`config.mk`:
```
export PLATFORM = sky130hd
export DESIGN_NAME = tws_slave_rx
export DESIGN_NICKNAME = d
export VERILOG_FILES = /design/src/design/tws_pkg.sv /design/src/design/tws_slave_rx.sv /design/src/design/tws_bus_sense.sv
export VERILOG_INCLUDE_DIRS = /design/src /design/src/design
export SDC_FILE = /design/constraint.sdc
export NUM_CORES = 1
export LEC_CHECK = 0
export CAP_MARGIN = 20
export CORE_AREA = 2 2 116 118
export CTS_BUF_LIST = sky130_fd_sc_hd__clkbuf_4
export CTS_CLUSTER_SIZE = 14
export DETAILED_ROUTE_END_ITERATION = 16
export DIE_AREA = 0 0 118 120
export DONT_BUFFER_PORTS = 1
export MAX_ROUTING_LAYER = met4
export PLACE_DENSITY = 0.47
export SLEW_MARGIN = 10
export SYNTH_ARGS = -nofsm -noshare
export SYNTH_HDL_FRONTEND = slang
export SYNTH_SLANG_ARGS = --single-unit
```
`constraint.sdc`:
```
create_clock -name i_ref_clk -period 2.2 [get_ports i_ref_clk]
set_clock_uncertainty 0.1 [all_clocks]
set_input_delay 0.22 -clock i_ref_clk [delete_from_list [all_inputs] [get_ports i_ref_clk]]
set_output_delay 0.22 -clock i_ref_clk [all_outputs]
set_load 0.1 [all_outputs]
```
`src/design/tws_params.svh`:
```
// tws_params.svh: offsets, field positions, reset values, status codes
// and timing figures of the two-wire slave receiver.
// assumes: included by bare name from design files.
`ifndef TWS_PARAMS_SVH
`define TWS_PARAMS_SVH

// ----------------------------------------------------------------
// register byte offsets
// ----------------------------------------------------------------
`define TWS_OFS_ADDR 4'h0
`define TWS_OFS_CTRL 4'h4
`define TWS_OFS_STAT 4'h8
`define TWS_OFS_DATA 4'hc

// ----------------------------------------------------------------
// field positions
// ----------------------------------------------------------------
`define TWS_CB_FLAG 7
`define TWS_CB_ACK 6
`define TWS_CB_STA 5
`define TWS_CB_STO 4
`define TWS_CB_WCOL 3
`define TWS_CB_EN 2
`define TWS_CB_IE 0
`define TWS_AB_GCE 0

// ----------------------------------------------------------------
// reset values and fixed codes
// ----------------------------------------------------------------
`define TWS_RST_BYTE 8'h00
`define TWS_RST_STAT 8'hf8
`define TWS_GC_ADDR 7'h00
`define TWS_BITS 4'h8
`define TWS_ST_START 8'h08
`define TWS_ST_SLA_W 8'h60
`define TWS_ST_ARB_SLA 8'h68
`define TWS_ST_GC 8'h70
`define TWS_ST_ARB_GC 8'h78
`define TWS_ST_D_ACK 8'h80
`define TWS_ST_D_NACK 8'h88
`define TWS_ST_GD_ACK 8'h90
`define TWS_ST_GD_NACK 8'h98
`define TWS_ST_STOP 8'ha0

// ----------------------------------------------------------------
// timing
// ----------------------------------------------------------------
`define TWS_CLK_MHZ 10
`define TWS_T_HOLD_NS 4000

`endif

```
`src/design/tws_pkg.sv`:
```
// tws_pkg.sv: types of the two-wire slave receiver.
// assumes: compiled before the design modules.
package tws_pkg;
  // one-hot bus states
  typedef enum logic [5:0] {
    TWS_IDLE = 6'b000001,
    TWS_ADDR = 6'b000010,
    TWS_AACK = 6'b000100,
    TWS_DATA = 6'b001000,
    TWS_DACK = 6'b010000,
    TWS_MSTA = 6'b100000
  } tws_state_t;
endpackage

```
`src/design/tws_slave_rx.sv`:
```
// tws_slave_rx.sv: two-wire slave receiver with an Avalon-MM register port.
// assumes: open-drain scl/sda resolved outside; i_deep_sleep from local logic.
// Functional notes
// - answer own address in upper seven bits
// - address low bit enables general call 0x00
// - write bit selects receive; read bit is not acknowledged
// - own address plus write sets flag, status
// - lost arbitration then addressed reports 0x68/0x78
// - ack enable cleared means nack next byte
// - ack enable zero ignores address, keeps monitoring
// - deep sleep still acknowledges address when enabled
// - match in sleep wakes, holds scl low
// - data register not updated while asleep
// - codes 0x60/0x80; ack enable picks next ack
// - general call acked reports 0x70
// - after 0x88 go to not-addressed state
// - start request at clear issues start when free
// - stop or restart while addressed reports 0xa0
// - general call data reports 0x90 or 0x98
`timescale 1ns/100ps
`default_nettype none
`include "tws_params.svh"
module tws_slave_rx
  import tws_pkg::*;
#(
  parameter int TIMER_W = 8
) (
  // clock and reset
  input wire logic i_ref_clk,
  input wire logic i_rst_b,
  // avalon-mm register port
  input wire logic [3:0] i_avs_address,
  input wire logic i_avs_read,
  input wire logic i_avs_write,
  input wire logic [31:0] i_avs_writedata,
  input wire logic [3:0] i_avs_byteenable,
  output logic [31:0] o_avs_readdata,
  output logic o_avs_waitrequest,
  // two-wire bus pins, enables low while driving
  input wire logic i_scl,
  output logic o_scl_out,
  output logic o_scl_oe_b,
  input wire logic i_sda,
  output logic o_sda_out,
  output logic o_sda_oe_b,
  // power management
  input wire logic i_deep_sleep,
  output logic o_wake
);
  // ----------------------------------------------------------------
  // constants
  // ----------------------------------------------------------------
  localparam int HOLD_CYC = (`TWS_T_HOLD_NS * `TWS_CLK_MHZ + 999) / 1000;
  localparam logic [TIMER_W-1:0] HOLD_MAX = TIMER_W'(HOLD_CYC);

  // ----------------------------------------------------------------
  // declarations
  // ----------------------------------------------------------------
  logic sda_in;
  logic scl_rise;
  logic scl_fall;
  logic bus_start;
  logic bus_stop;
  logic done_reg;
  logic [31:0] rdata_reg;
  logic wr_en;
  logic flag_clr;
  logic [7:0] own_slave_address;
  logic event_flag;
  logic ack_enable;
  logic start_request;
  logic stop_request;
  logic write_collision_flag;
  logic interface_enable;
  logic event_irq_enable;
  logic [7:0] two_wire_status_reg;
  logic [7:0] two_wire_data_reg;
  tws_state_t state_reg;
  logic [7:0] shift_reg;
  logic [3:0] bit_cnt_reg;
  logic gc_reg;
  logic ack_reg;
  logic arb_lost_reg;
  logic busy_reg;
  logic sda_drv_reg;
  logic scl_hold_reg;
  logic set_reg;
  logic [7:0] code_reg;
  logic load_reg;
  logic sto_done_reg;
  logic wake_reg;
  logic [1:0] mphase_reg;
  logic [TIMER_W-1:0] timer_reg;
  logic addressed;
  logic sla_hit;
  logic gc_hit;
  logic byte_end;

  // address and direction decode of the received first byte
  function automatic logic [1:0] addr_match(input logic [7:0] rx, input logic [7:0] own);
    logic s;
    logic g;
    s = (rx[7:1] == own[7:1]) & ~rx[0];
    g = (rx[7:1] == `TWS_GC_ADDR) & own[`TWS_AB_GCE] & ~rx[0];
    return {g, s};
  endfunction

  // ----------------------------------------------------------------
  // bus sensing
  // ----------------------------------------------------------------
  tws_bus_sense u_sense (
    .i_ref_clk (i_ref_clk),
    .i_rst_b (i_rst_b),
    .i_scl (i_scl),
    .i_sda (i_sda),
    .o_sda (sda_in),
    .o_scl_rise (scl_rise),
    .o_scl_fall (scl_fall),
    .o_start (bus_start),
    .o_stop (bus_stop)
  );

  // ----------------------------------------------------------------
  // avalon-mm slave: one wait cycle per access
  // ----------------------------------------------------------------
  assign o_avs_waitrequest = (i_avs_read | i_avs_write) & ~done_reg;
  assign wr_en = i_avs_write & done_reg & i_avs_byteenable[0];
  assign flag_clr = wr_en & (i_avs_address == `TWS_OFS_CTRL)
                    & i_avs_writedata[`TWS_CB_FLAG];
  assign o_avs_readdata = rdata_reg;

  // access completion toggle
  always_ff @(posedge i_ref_clk or negedge i_rst_b) begin
    if (!i_rst_b) begin
      done_reg <= 1'b0;
    end else begin
      done_reg <= (i_avs_read | i_avs_write) & ~done_reg;
    end
  end

  // read data captured in the waiting cycle; unmapped reads as zero
  always_ff @(posedge i_ref_clk or negedge i_rst_b) begin
    if (!i_rst_b) begin
      rdata_reg <= 32'h0;
    end else if (i_avs_read & ~done_reg) begin
      unique case (i_avs_address)
        `TWS_OFS_ADDR: rdata_reg <= {24'h0, own_slave_address};
        `TWS_OFS_CTRL: rdata_reg <= {24'h0, event_flag, ack_enable, start_request,
                                     stop_request, write_collision_flag,
                                     interface_enable, 1'b0, event_irq_enable};
        `TWS_OFS_STAT: rdata_reg <= {24'h0, two_wire_status_reg};
        `TWS_OFS_DATA: rdata_reg <= {24'h0, two_wire_data_reg};
        default: rdata_reg <= 32'h0;
      endcase
    end
  end

  // ----------------------------------------------------------------
  // software registers
  // ----------------------------------------------------------------
  // own address register
  always_ff @(posedge i_ref_clk or negedge i_rst_b) begin
    if (!i_rst_b) begin
      own_slave_address <= `TWS_RST_BYTE;
    end else if (wr_en && i_avs_address == `TWS_OFS_ADDR) begin
      own_slave_address <= i_avs_writedata[7:0];
    end
  end

  // control bits; stop request also cleared when the stop is sent
  always_ff @(posedge i_ref_clk or negedge i_rst_b) begin
    if (!i_rst_b) begin
      ack_enable <= 1'b0;
      start_request <= 1'b0;
      stop_request <= 1'b0;
      interface_enable <= 1'b0;
      event_irq_enable <= 1'b0;
    end else if (wr_en && i_avs_address == `TWS_OFS_CTRL) begin
      ack_enable <= i_avs_writedata[`TWS_CB_ACK];
      start_request <= i_avs_writedata[`TWS_CB_STA];
      stop_request <= i_avs_writedata[`TWS_CB_STO];
      interface_enable <= i_avs_writedata[`TWS_CB_EN];
      event_irq_enable <= i_avs_writedata[`TWS_CB_IE];
    end else if (sto_done_reg) begin
      stop_request <= 1'b0;
    end
  end

  // event flag: a hardware set wins over a software clear
  always_ff @(posedge i_ref_clk or negedge i_rst_b) begin
    if (!i_rst_b) begin
      event_flag <= 1'b0;
    end else if (set_reg) begin
      event_flag <= 1'b1;
    end else if (flag_clr) begin
      event_flag <= 1'b0;
    end
  end

  // status code latched with each event
  always_ff @(posedge i_ref_clk or negedge i_rst_b) begin
    if (!i_rst_b) begin
      two_wire_status_reg <= `TWS_RST_STAT;
    end else if (set_reg) begin
      two_wire_status_reg <= code_reg;
    end
  end

  // data register; writes while the flag is clear collide
  always_ff @(posedge i_ref_clk or negedge i_rst_b) begin
    if (!i_rst_b) begin
      two_wire_data_reg <= `TWS_RST_BYTE;
      write_collision_flag <= 1'b0;
    end else if (load_reg) begin
      two_wire_data_reg <= shift_reg;
    end else if (wr_en && i_avs_address == `TWS_OFS_DATA) begin
      write_collision_flag <= ~event_flag;
      if (event_flag) begin
        two_wire_data_reg <= i_avs_writedata[7:0];
      end
    end
  end

  // ----------------------------------------------------------------
  // bus tracking and wake-up
  // ----------------------------------------------------------------
  // bus busy between start and stop
  always_ff @(posedge i_ref_clk or negedge i_rst_b) begin
    if (!i_rst_b) begin
      busy_reg <= 1'b0;
    end else if (bus_start) begin
      busy_reg <= 1'b1;
    end else if (bus_stop) begin
      busy_reg <= 1'b0;
    end
  end

  // a foreign start while our start is pending loses arbitration
  always_ff @(posedge i_ref_clk or negedge i_rst_b) begin
    if (!i_rst_b) begin
      arb_lost_reg <= 1'b0;
    end else if (bus_start && start_request && state_reg != TWS_MSTA) begin
      arb_lost_reg <= 1'b1;
    end else if (set_reg || !interface_enable) begin
      arb_lost_reg <= 1'b0;
    end
  end

  // wake request from an address match during deep sleep
  always_ff @(posedge i_ref_clk or negedge i_rst_b) begin
    if (!i_rst_b) begin
      wake_reg <= 1'b0;
    end else if (state_reg == TWS_ADDR && byte_end && i_deep_sleep
                 && (sla_hit | gc_hit)) begin
      wake_reg <= 1'b1;
    end else if (flag_clr) begin
      wake_reg <= 1'b0;
    end
  end

  // ----------------------------------------------------------------
  // bus state machine
  // ----------------------------------------------------------------
  assign addressed = (state_reg == TWS_AACK) | (state_reg == TWS_DATA)
                     | (state_reg == TWS_DACK);
  assign {gc_hit, sla_hit} = addr_match(shift_reg, own_slave_address)
                             & {2{ack_enable}};
  assign byte_end = scl_fall & (bit_cnt_reg == `TWS_BITS);

  // slave receive sequence, stretch and own start/stop generation
  always_ff @(posedge i_ref_clk or negedge i_rst_b) begin
    if (!i_rst_b) begin
      state_reg <= TWS_IDLE;
      shift_reg <= 8'h00;
      bit_cnt_reg <= 4'h0;
      gc_reg <= 1'b0;
      ack_reg <= 1'b0;
      sda_drv_reg <= 1'b0;
      scl_hold_reg <= 1'b0;
      set_reg <= 1'b0;
      code_reg <= `TWS_RST_STAT;
      load_reg <= 1'b0;
      sto_done_reg <= 1'b0;
      mphase_reg <= 2'h0;
      timer_reg <= '0;
    end else begin
      set_reg <= 1'b0;
      load_reg <= 1'b0;
      sto_done_reg <= 1'b0;
      if (flag_clr && state_reg != TWS_MSTA) begin
        scl_hold_reg <= 1'b0;
      end
      if (!interface_enable) begin
        state_reg <= TWS_IDLE;
        sda_drv_reg <= 1'b0;
        scl_hold_reg <= 1'b0;
      end else if (state_reg != TWS_MSTA && (bus_stop || bus_start)) begin
        if (addressed) begin
          set_reg <= 1'b1;
          code_reg <= `TWS_ST_STOP;
        end
        state_reg <= bus_start ? TWS_ADDR : TWS_IDLE;
        bit_cnt_reg <= 4'h0;
        sda_drv_reg <= 1'b0;
      end else begin
        if (scl_rise && (state_reg == TWS_ADDR || state_reg == TWS_DATA)) begin
          shift_reg <= {shift_reg[6:0], sda_in};
          bit_cnt_reg <= bit_cnt_reg + 4'h1;
        end
        unique case (state_reg)
          TWS_IDLE: begin
            if (start_request && !busy_reg && !event_flag) begin
              state_reg <= TWS_MSTA;
              mphase_reg <= 2'h0;
              timer_reg <= '0;
              sda_drv_reg <= 1'b1;
            end
          end
          TWS_ADDR: begin
            if (byte_end) begin
              if (sla_hit | gc_hit) begin
                gc_reg <= gc_hit & ~sla_hit;
                sda_drv_reg <= 1'b1;
                state_reg <= TWS_AACK;
              end else begin
                state_reg <= TWS_IDLE;
              end
            end
          end
          TWS_AACK: begin
            if (scl_fall) begin
              sda_drv_reg <= 1'b0;
              scl_hold_reg <= 1'b1;
              set_reg <= 1'b1;
              if (gc_reg) begin
                code_reg <= arb_lost_reg ? `TWS_ST_ARB_GC : `TWS_ST_GC;
              end else begin
                code_reg <= arb_lost_reg ? `TWS_ST_ARB_SLA : `TWS_ST_SLA_W;
              end
              bit_cnt_reg <= 4'h0;
              state_reg <= TWS_DATA;
            end
          end
          TWS_DATA: begin
            if (byte_end) begin
              ack_reg <= ack_enable;
              sda_drv_reg <= ack_enable;
              load_reg <= ~i_deep_sleep;
              state_reg <= TWS_DACK;
            end
          end
          TWS_DACK: begin
            if (scl_fall) begin
              sda_drv_reg <= 1'b0;
              scl_hold_reg <= 1'b1;
              set_reg <= 1'b1;
              if (gc_reg) begin
                code_reg <= ack_reg ? `TWS_ST_GD_ACK : `TWS_ST_GD_NACK;
              end else begin
                code_reg <= ack_reg ? `TWS_ST_D_ACK : `TWS_ST_D_NACK;
              end
              bit_cnt_reg <= 4'h0;
              state_reg <= ack_reg ? TWS_DATA : TWS_IDLE;
            end
          end
          TWS_MSTA: begin
            timer_reg <= (timer_reg == HOLD_MAX) ? '0 : timer_reg + 1'b1;
            unique case (mphase_reg)
              2'h0: if (timer_reg == HOLD_MAX) begin
                scl_hold_reg <= 1'b1; // start sent, clock held
                set_reg <= 1'b1;
                code_reg <= `TWS_ST_START;
                mphase_reg <= 2'h1;
              end
              2'h1: if (flag_clr && i_avs_writedata[`TWS_CB_STO]) begin
                scl_hold_reg <= 1'b0;
                timer_reg <= '0;
                mphase_reg <= 2'h2;
              end
              2'h2: if (timer_reg == HOLD_MAX) begin
                sda_drv_reg <= 1'b0; // stop: sda rises with scl high
                sto_done_reg <= 1'b1;
                state_reg <= TWS_IDLE;
              end
              default: mphase_reg <= 2'h0;
            endcase
          end
          default: state_reg <= TWS_IDLE;
        endcase
      end
    end
  end

  // ----------------------------------------------------------------
  // pins and wake output
  // ----------------------------------------------------------------
  assign o_scl_out = 1'b0;
  assign o_sda_out = 1'b0;
  assign o_scl_oe_b = ~scl_hold_reg;
  assign o_sda_oe_b = ~sda_drv_reg;
  assign o_wake = wake_reg;
endmodule // tws_slave_rx
`default_nettype wire

```
`src/design/tws_bus_sense.sv`:
```
// tws_bus_sense.sv: synchronises the bus lines and finds edges and
// start/stop conditions.
// assumes: scl and sda come from pins outside the clock domain.
`timescale 1ns/100ps
`default_nettype none
module tws_bus_sense (
  // clock and reset
  input wire logic i_ref_clk,
  input wire logic i_rst_b,
  // bus pins
  input wire logic i_scl,
  input wire logic i_sda,
  // sensed events
  output logic o_sda,
  output logic o_scl_rise,
  output logic o_scl_fall,
  output logic o_start,
  output logic o_stop
);
  logic [1:0] scl_sync_reg;
  logic [1:0] sda_sync_reg;
  logic scl_prev_reg;
  logic sda_prev_reg;

  // two-flop synchronisers, then one stage for edge detection
  always_ff @(posedge i_ref_clk or negedge i_rst_b) begin
    if (!i_rst_b) begin
      scl_sync_reg <= 2'h3;
      sda_sync_reg <= 2'h3;
      scl_prev_reg <= 1'b1;
      sda_prev_reg <= 1'b1;
    end else begin
      scl_sync_reg <= {scl_sync_reg[0], i_scl};
      sda_sync_reg <= {sda_sync_reg[0], i_sda};
      scl_prev_reg <= scl_sync_reg[1];
      sda_prev_reg <= sda_sync_reg[1];
    end
  end

  // edges and conditions seen on the settled lines
  assign o_sda = sda_sync_reg[1];
  assign o_scl_rise = scl_sync_reg[1] & ~scl_prev_reg;
  assign o_scl_fall = ~scl_sync_reg[1] & scl_prev_reg;
  assign o_start = scl_sync_reg[1] & scl_prev_reg & sda_prev_reg & ~sda_sync_reg[1];
  assign o_stop = scl_sync_reg[1] & scl_prev_reg & ~sda_prev_reg & sda_sync_reg[1];
endmodule // tws_bus_sense
`default_nettype wire

```
* After elaboration in Yosys (flattened, before gate mapping)
Index checks and enable logic that the tools add are counted.
** Word-level totals
- Bits in registers :: 116
- Latch bits :: 0
- Memory bits (writable) :: 0
- Bits in read-only memories :: 0
- Output and inout bits :: 38
- Memories :: 0
** Cells by class
- Add/sub/neg operators :: 2
- $mul :: 0
- Div/mod/pow operators :: 0
- Magnitude comparators :: 0
- Eq/ne operators :: 34
- Shift-type cells :: 0
- Muxes and demuxes :: 86
- Bitwise operators :: 36
- Reductions and logical operators :: 43
** Operators by type and width (count)
- 2-to-1 mux 8 bit :: 13
- 2-to-1 mux 6 bit :: 9
- 2-to-1 mux 1 bit :: 38
- 2-to-1 mux 4 bit :: 9
- one-hot mux 6 bit (6 select lines) :: 1
- one-hot mux 8 bit (4 select lines) :: 1
- one-hot mux 8 bit (3 select lines) :: 1
- AND reduction 7 bit :: 3
- inequality test 4 bit, second input constant :: 5
- bitwise AND 1 bit :: 18
- inequality test 4 x 3 -> 1 bit, second input constant :: 4
- one-hot mux 8 bit (2 select lines) :: 1
- nonzero test 2 bit :: 8
- logical AND 1 bit :: 14
- NOT 1 bit :: 13
- == test 4 bit, second input constant :: 3
- 2-to-1 mux 5 bit :: 2
- inequality test 3 x 2 -> 1 bit, second input constant :: 3
- inequality test 3 bit, second input constant :: 3
- adder 8 x 1 -> 8 bit, second input constant :: 1
- == test 8 x 6 -> 1 bit, second input constant :: 1
- 2-to-1 mux 2 bit :: 4
- AND reduction 4 bit :: 2
- AND reduction 8 bit :: 1
- 31 further kinds :: 43

* Longest topological paths before layout
- Depth in word-level cells :: 11
- Mapped depth :: 9
- Mapped depth without buffers :: 8

* Cells and area by module
Synthesis repeated with hierarchy kept, for this count alone.
** Second synthesis, totals
- Cells, all modules :: 429
- Area total of the unflattened synthesis :: 4613.2 um^2
** By module, submodules not included
- tws_slave_rx :: times used 1, cells an instance 419, area each 4423.0 um^2, sequential area each 2015.7 um^2
- tws_bus_sense :: times used 1, cells an instance 10, area each 190.2 um^2, sequential area each 157.7 um^2

* Least setup slack after synthesis
OpenSTA, ideal clock, no wires.
- Kind :: register to register
- From :: reg state_reg[2]
- To :: reg code_reg[5]
- Library setup time :: 85 ps
- Data arrival time :: 2183 ps
- Setup slack :: -168 ps
- Stages on the path, launching flop included :: 8
- Cells stage by stage :: dfrtp_1 -> or3_1 -> buf_6 -> or4b_4 -> nor2_1 -> o221a_2 -> buf_4 -> mux2_1
** On the way
- Cells in the longest elaborated chain, start to end :: 5
** RTL lines
- from (decl) :: RTL line tws_slave_rx.sv:78 : tws_state_t state_reg;
- from (signal assigned) :: RTL line tws_slave_rx.sv:302 : state_reg <= bus_start ? TWS_ADDR : TWS_IDLE;
- from (signal assigned) :: RTL line tws_slave_rx.sv:363 : state_reg <= ack_reg ? TWS_DATA : TWS_IDLE;
- == test 6 x 3 -> 1 bit / == test 6 x 4 -> 1 bit (equally long branches) :: RTL line tws_slave_rx.sv:264, tws_slave_rx.sv:310
- bitwise OR 1 bit :: RTL line tws_slave_rx.sv:264 : assign addressed = (state_reg == TWS_AACK) | (state_reg == TWS_DATA)
- bitwise OR 1 bit :: RTL line tws_slave_rx.sv:265 : | (state_reg == TWS_DACK);
- inequality test 2 bit (no line)
- AND reduction 7 bit (no line)
- to (signal assigned) :: RTL line tws_slave_rx.sv:281 : code_reg <= `TWS_RST_STAT;
- to (signal assigned) :: RTL line tws_slave_rx.sv:300 : code_reg <= `TWS_ST_STOP;
- to (signal assigned) :: RTL line tws_slave_rx.sv:336 : code_reg <= arb_lost_reg ? `TWS_ST_ARB_GC : `TWS_ST_GC;
- to (decl) :: RTL line tws_slave_rx.sv:88 : logic [7:0] code_reg;
Several ways; a longest one is shown, not always the timed one.
A chain may end at the register's enable or synchronous reset.

* Worst setup path after layout
- From :: reg state_reg[5]
- To :: reg sda_drv_reg
** On the way
- Cells in the longest elaborated chain, start to end :: 5
** RTL lines
- == test 6 x 3 -> 1 bit / == test 6 x 5 -> 1 bit (equally long branches) :: RTL line tws_slave_rx.sv:310 : unique case (state_reg)
- OR reduction 2 bit (no line)
- one-hot mux 1 bit (5 select lines) :: RTL line tws_slave_rx.sv:310
- 2-to-1 mux 1 bit :: RTL line tws_slave_rx.sv:297 : end else if (state_reg != TWS_MSTA && (bus_stop || bus_start)) begin
- 2-to-1 mux 1 bit :: RTL line tws_slave_rx.sv:293 : if (!interface_enable) begin
- to (signal assigned) :: RTL line tws_slave_rx.sv:347 : sda_drv_reg <= ack_enable;
- to (decl) :: RTL line tws_slave_rx.sv:85 : logic sda_drv_reg;
Several ways; a longest one is shown, not always the timed one.

==> results.py <==
metrics = {
    "status": {
        "status": "finished, violations left",
        "failed_checks": "negative setup slack",
    },
    "power": {
        "total_power_uw": 4980,
        "vdd_drop_max_uv": 655,
        "cellPowerDensity_mw_per_mm2": 841,
        "p_leak_uw": 0.00265,
    },
    "clock_network": {
        "h-tree-depth": 3,
        "cts_tree": "yes",
        "path_clk_slew_ps": 140,
        "clock_sinks": 86,
        "cts_buffers": 9,
        "clockBufferDepth": 2,
        "root_buffer": "clkbuf_4",
        "clock_latency_ps": 470,
    },
    "timing": {
        "maxSlewViolCount": 0,
        "worstMarginPinSlew_ps": 625,
        "slew_headroom_pct": 58.2,
        "worst_slack_ps": -97.2,
        "layout_min_cycle_time_ps": 2300,
        "max_freq_mhz": 435,
        "fin_crit_sh_pct": 104,
        "rsz0062_at_grt": "true",
        "whs_ps": 29.5,
        "setup_violations": 8,
        "hold_viol_final": 0,
    },
    "synthesis": {
        "synth-main-ff-cell": "dfrtp_1",
        "ys_warn_count": 0,
        "synth_edf_count": 0,
        "ys_seq_area_share_pct": 48.7,
        "ys_types": 58,
        "synth-seq-cells": 86,
        "syn_inst": 426,
        "synthArstFlopShare_pct": 100,
        "avgSynthCellArea_sq_um": 10.5,
        "netlist_area_sq_mm": 0.00446,
    },
    "setup_path": {
        "crit_required_ps": 2490,
        "path_common_cell": "o21ai_1",
        "crit_type": "reg -> reg",
        "worstSetupStartpointType": "flop",
        "crit_chain": "or3_4 > or4b_4 > o21ai_1 > or4b_1 > o21ai_1",
        "critPathBufInv": 0,
        "path_max_fanout": 6,
        "max_stage_delay_ps": 560,
        "crit-reg2reg-launch": "state_reg[5]",
        "worstPathArrival_ps": 2590,
        "crit_family": "simple AND/OR/NAND/NOR gates",
        "cp_slowest_cell": "or4b_4",
        "crit_start": "state_reg[5]",
        "crit_path_end_kind": "flop",
    },
    "run": {
        "maxCapViolCount": 0,
    },
    "grt": {
        "grt_pass1_wl_microns": 19200,
        "grt_max_degree": 87,
        "grt_pass1_vias": 3526,
        "grt-ovfl-total": 0,
        "antenna_found_initial": 0,
        "track_usage_pct": 18.0,
    },
    "floorplanning": {
        "pin_count": 85,
        "die-area_sq_mm": 0.0142,
        "core_sq_mm": 0.0130,
        "rows": 42,
        "initial_utilization_pct": 34.4,
        "die_w_microns": 118,
        "die_h_microns": 120,
    },
    "worst_hold_path": {
        "hp-start": "i_avs_address[3]",
        "holdCritPathClass": "in -> reg",
    },
    "detailed_routing": {
        "vias": 3602,
        "wl_microns": 11900,
        "drtAntennaViolNets": 0,
        "wl_per_cell_microns": 16.5,
        "drt_iter0_drc": 251,
        "dr.pass1.iters": 4,
        "vias_per_cell": 5.00,
        "route.detailed.drc": 0,
    },
    "layout": {
        "finalInstanceArea_sq_mm": 0.00592,
        "finalNonFillerCells": 720,
        "nets": 590,
        "nFillCells": 1245,
        "antennaDiodeCount": 0,
        "area_growth_pct": 32.8,
        "drive_gt1_share_pct": 37.1,
        "final_cell_mix": "buf_4, dfrtp_1, nand2_1",
        "final_util_pct": 45.6,
        "layout_commonest_cell": "buf_4",
    },
    "place": {
        "gp_congestion": 0.888,
        "place_inst": 667,
        "io_buffer_count": 0,
        "dp_hpwl_microns": 8320,
        "placed_area_sq_mm": 0.00514,
    },
}
## layer usage
layer	vias up	part of all wire, %	track usage (%)
li1	1729	-	-
met1	1781	46	23.4
met2	77	49	28.3
met3	15	3.5	2.71
met4	0	1.7	7.08
met5	-	0	-
## layout make-up
type                            instances  area, sq um  share of cell area (%)
Multi-Input combinational cell        311         2290                    38.7
Sequential cell                        86         2170                    36.7
Timing Repair Buffer                  120         1010                    17.1
Tap cell                              176          220                    3.72
Clock inverter                          6          110                    1.86
Clock buffer                           10         75.1                    1.27
Inverter                               11         41.3                   0.697
## worst register-to-register path, stage by stage (launching register included)
cell     delay, ps
dfrtp_1        420
or3_4          440
or4b_4         560
o21ai_1        160
or4b_1         460
o21ai_1        100
## cell families (layout without fill, tap and decap cells)
family          count (synthesis)  count (layout)  synth area share, %
xor+xnor                       11              11                 2.16
buf+inv                        54             147                 7.24
other cells                     1              26               0.0841
simple gates                  127             127                 15.0
fa+ha+maj                       4               4                 1.12
mux                            41              41                 11.3
compound gates                102             102                 14.3
flops                          86              86                 48.7
## cell usage after synthesis, drive strengths merged (4+ instances only)
cell | count | share of area (%)
nand2 | 40 | 3.4
ha | 4 | 1.1
nand4 | 6 | 0.84
xnor2 | 8 | 1.6
o211ai | 6 | 1.0
o31ai | 4 | 0.67
nor2 | 23 | 1.9
and3 | 7 | 0.98
clkbuf | 8 | 0.67
nor2b | 4 | 0.56
buf | 35 | 5.6
mux2i | 11 | 2.5
dfstp | 17 | 10
mux2 | 25 | 6.3
nor3 | 6 | 0.67
mux4 | 5 | 2.5
dfrtp | 69 | 39
o21ai | 48 | 5.4
inv | 11 | 0.93
nand3 | 12 | 1.3
nand2b | 5 | 0.70
nor4b | 4 | 0.79
nor4 | 4 | 0.84
a21oi | 14 | 1.6
a22o | 9 | 1.8
## what timing repair did
action / in CTS / in global routing
setup endpoints to repair: 33 / 36
gates resized for setup: 24 / 42
hold buffers: 22 / 0
setup buffers: 10 / 5
endpoints found under the hold margin: 123 / 0
pin swaps: 9 / 21
## stage by stage
step	setup TNS [ps]	setup slack [ps]
global placement	-1920	-184
detailed placement	-2210	-236
finish	-258	-97.2
floorplan	-119	-104
CTS	-202	-46.9
global route	-1680	-136
## power breakdown
part | switching [uW] | internal, uW
logic | 1110 | 835
clock network | 581 | 585
registers | 103 | 1760
total | 1800 | 3180
## path summary, 6_finish.rpt
check,endpoint,slack [ps],depth (start not counted)
worst min register to register,u_sense.sda_sync_reg[1],260,0
min in group asynchronous,o_avs_readdata[6],240,2
worst max register to register,sda_drv_reg,-100,5
worst max-delay path,sda_drv_reg,-100,5
max in group asynchronous,u_sense.scl_sync_reg[0],1400,2
worst min-delay path,two_wire_data_reg[4],30,3
Note: power is estimated with default switching activity, not from simulation.
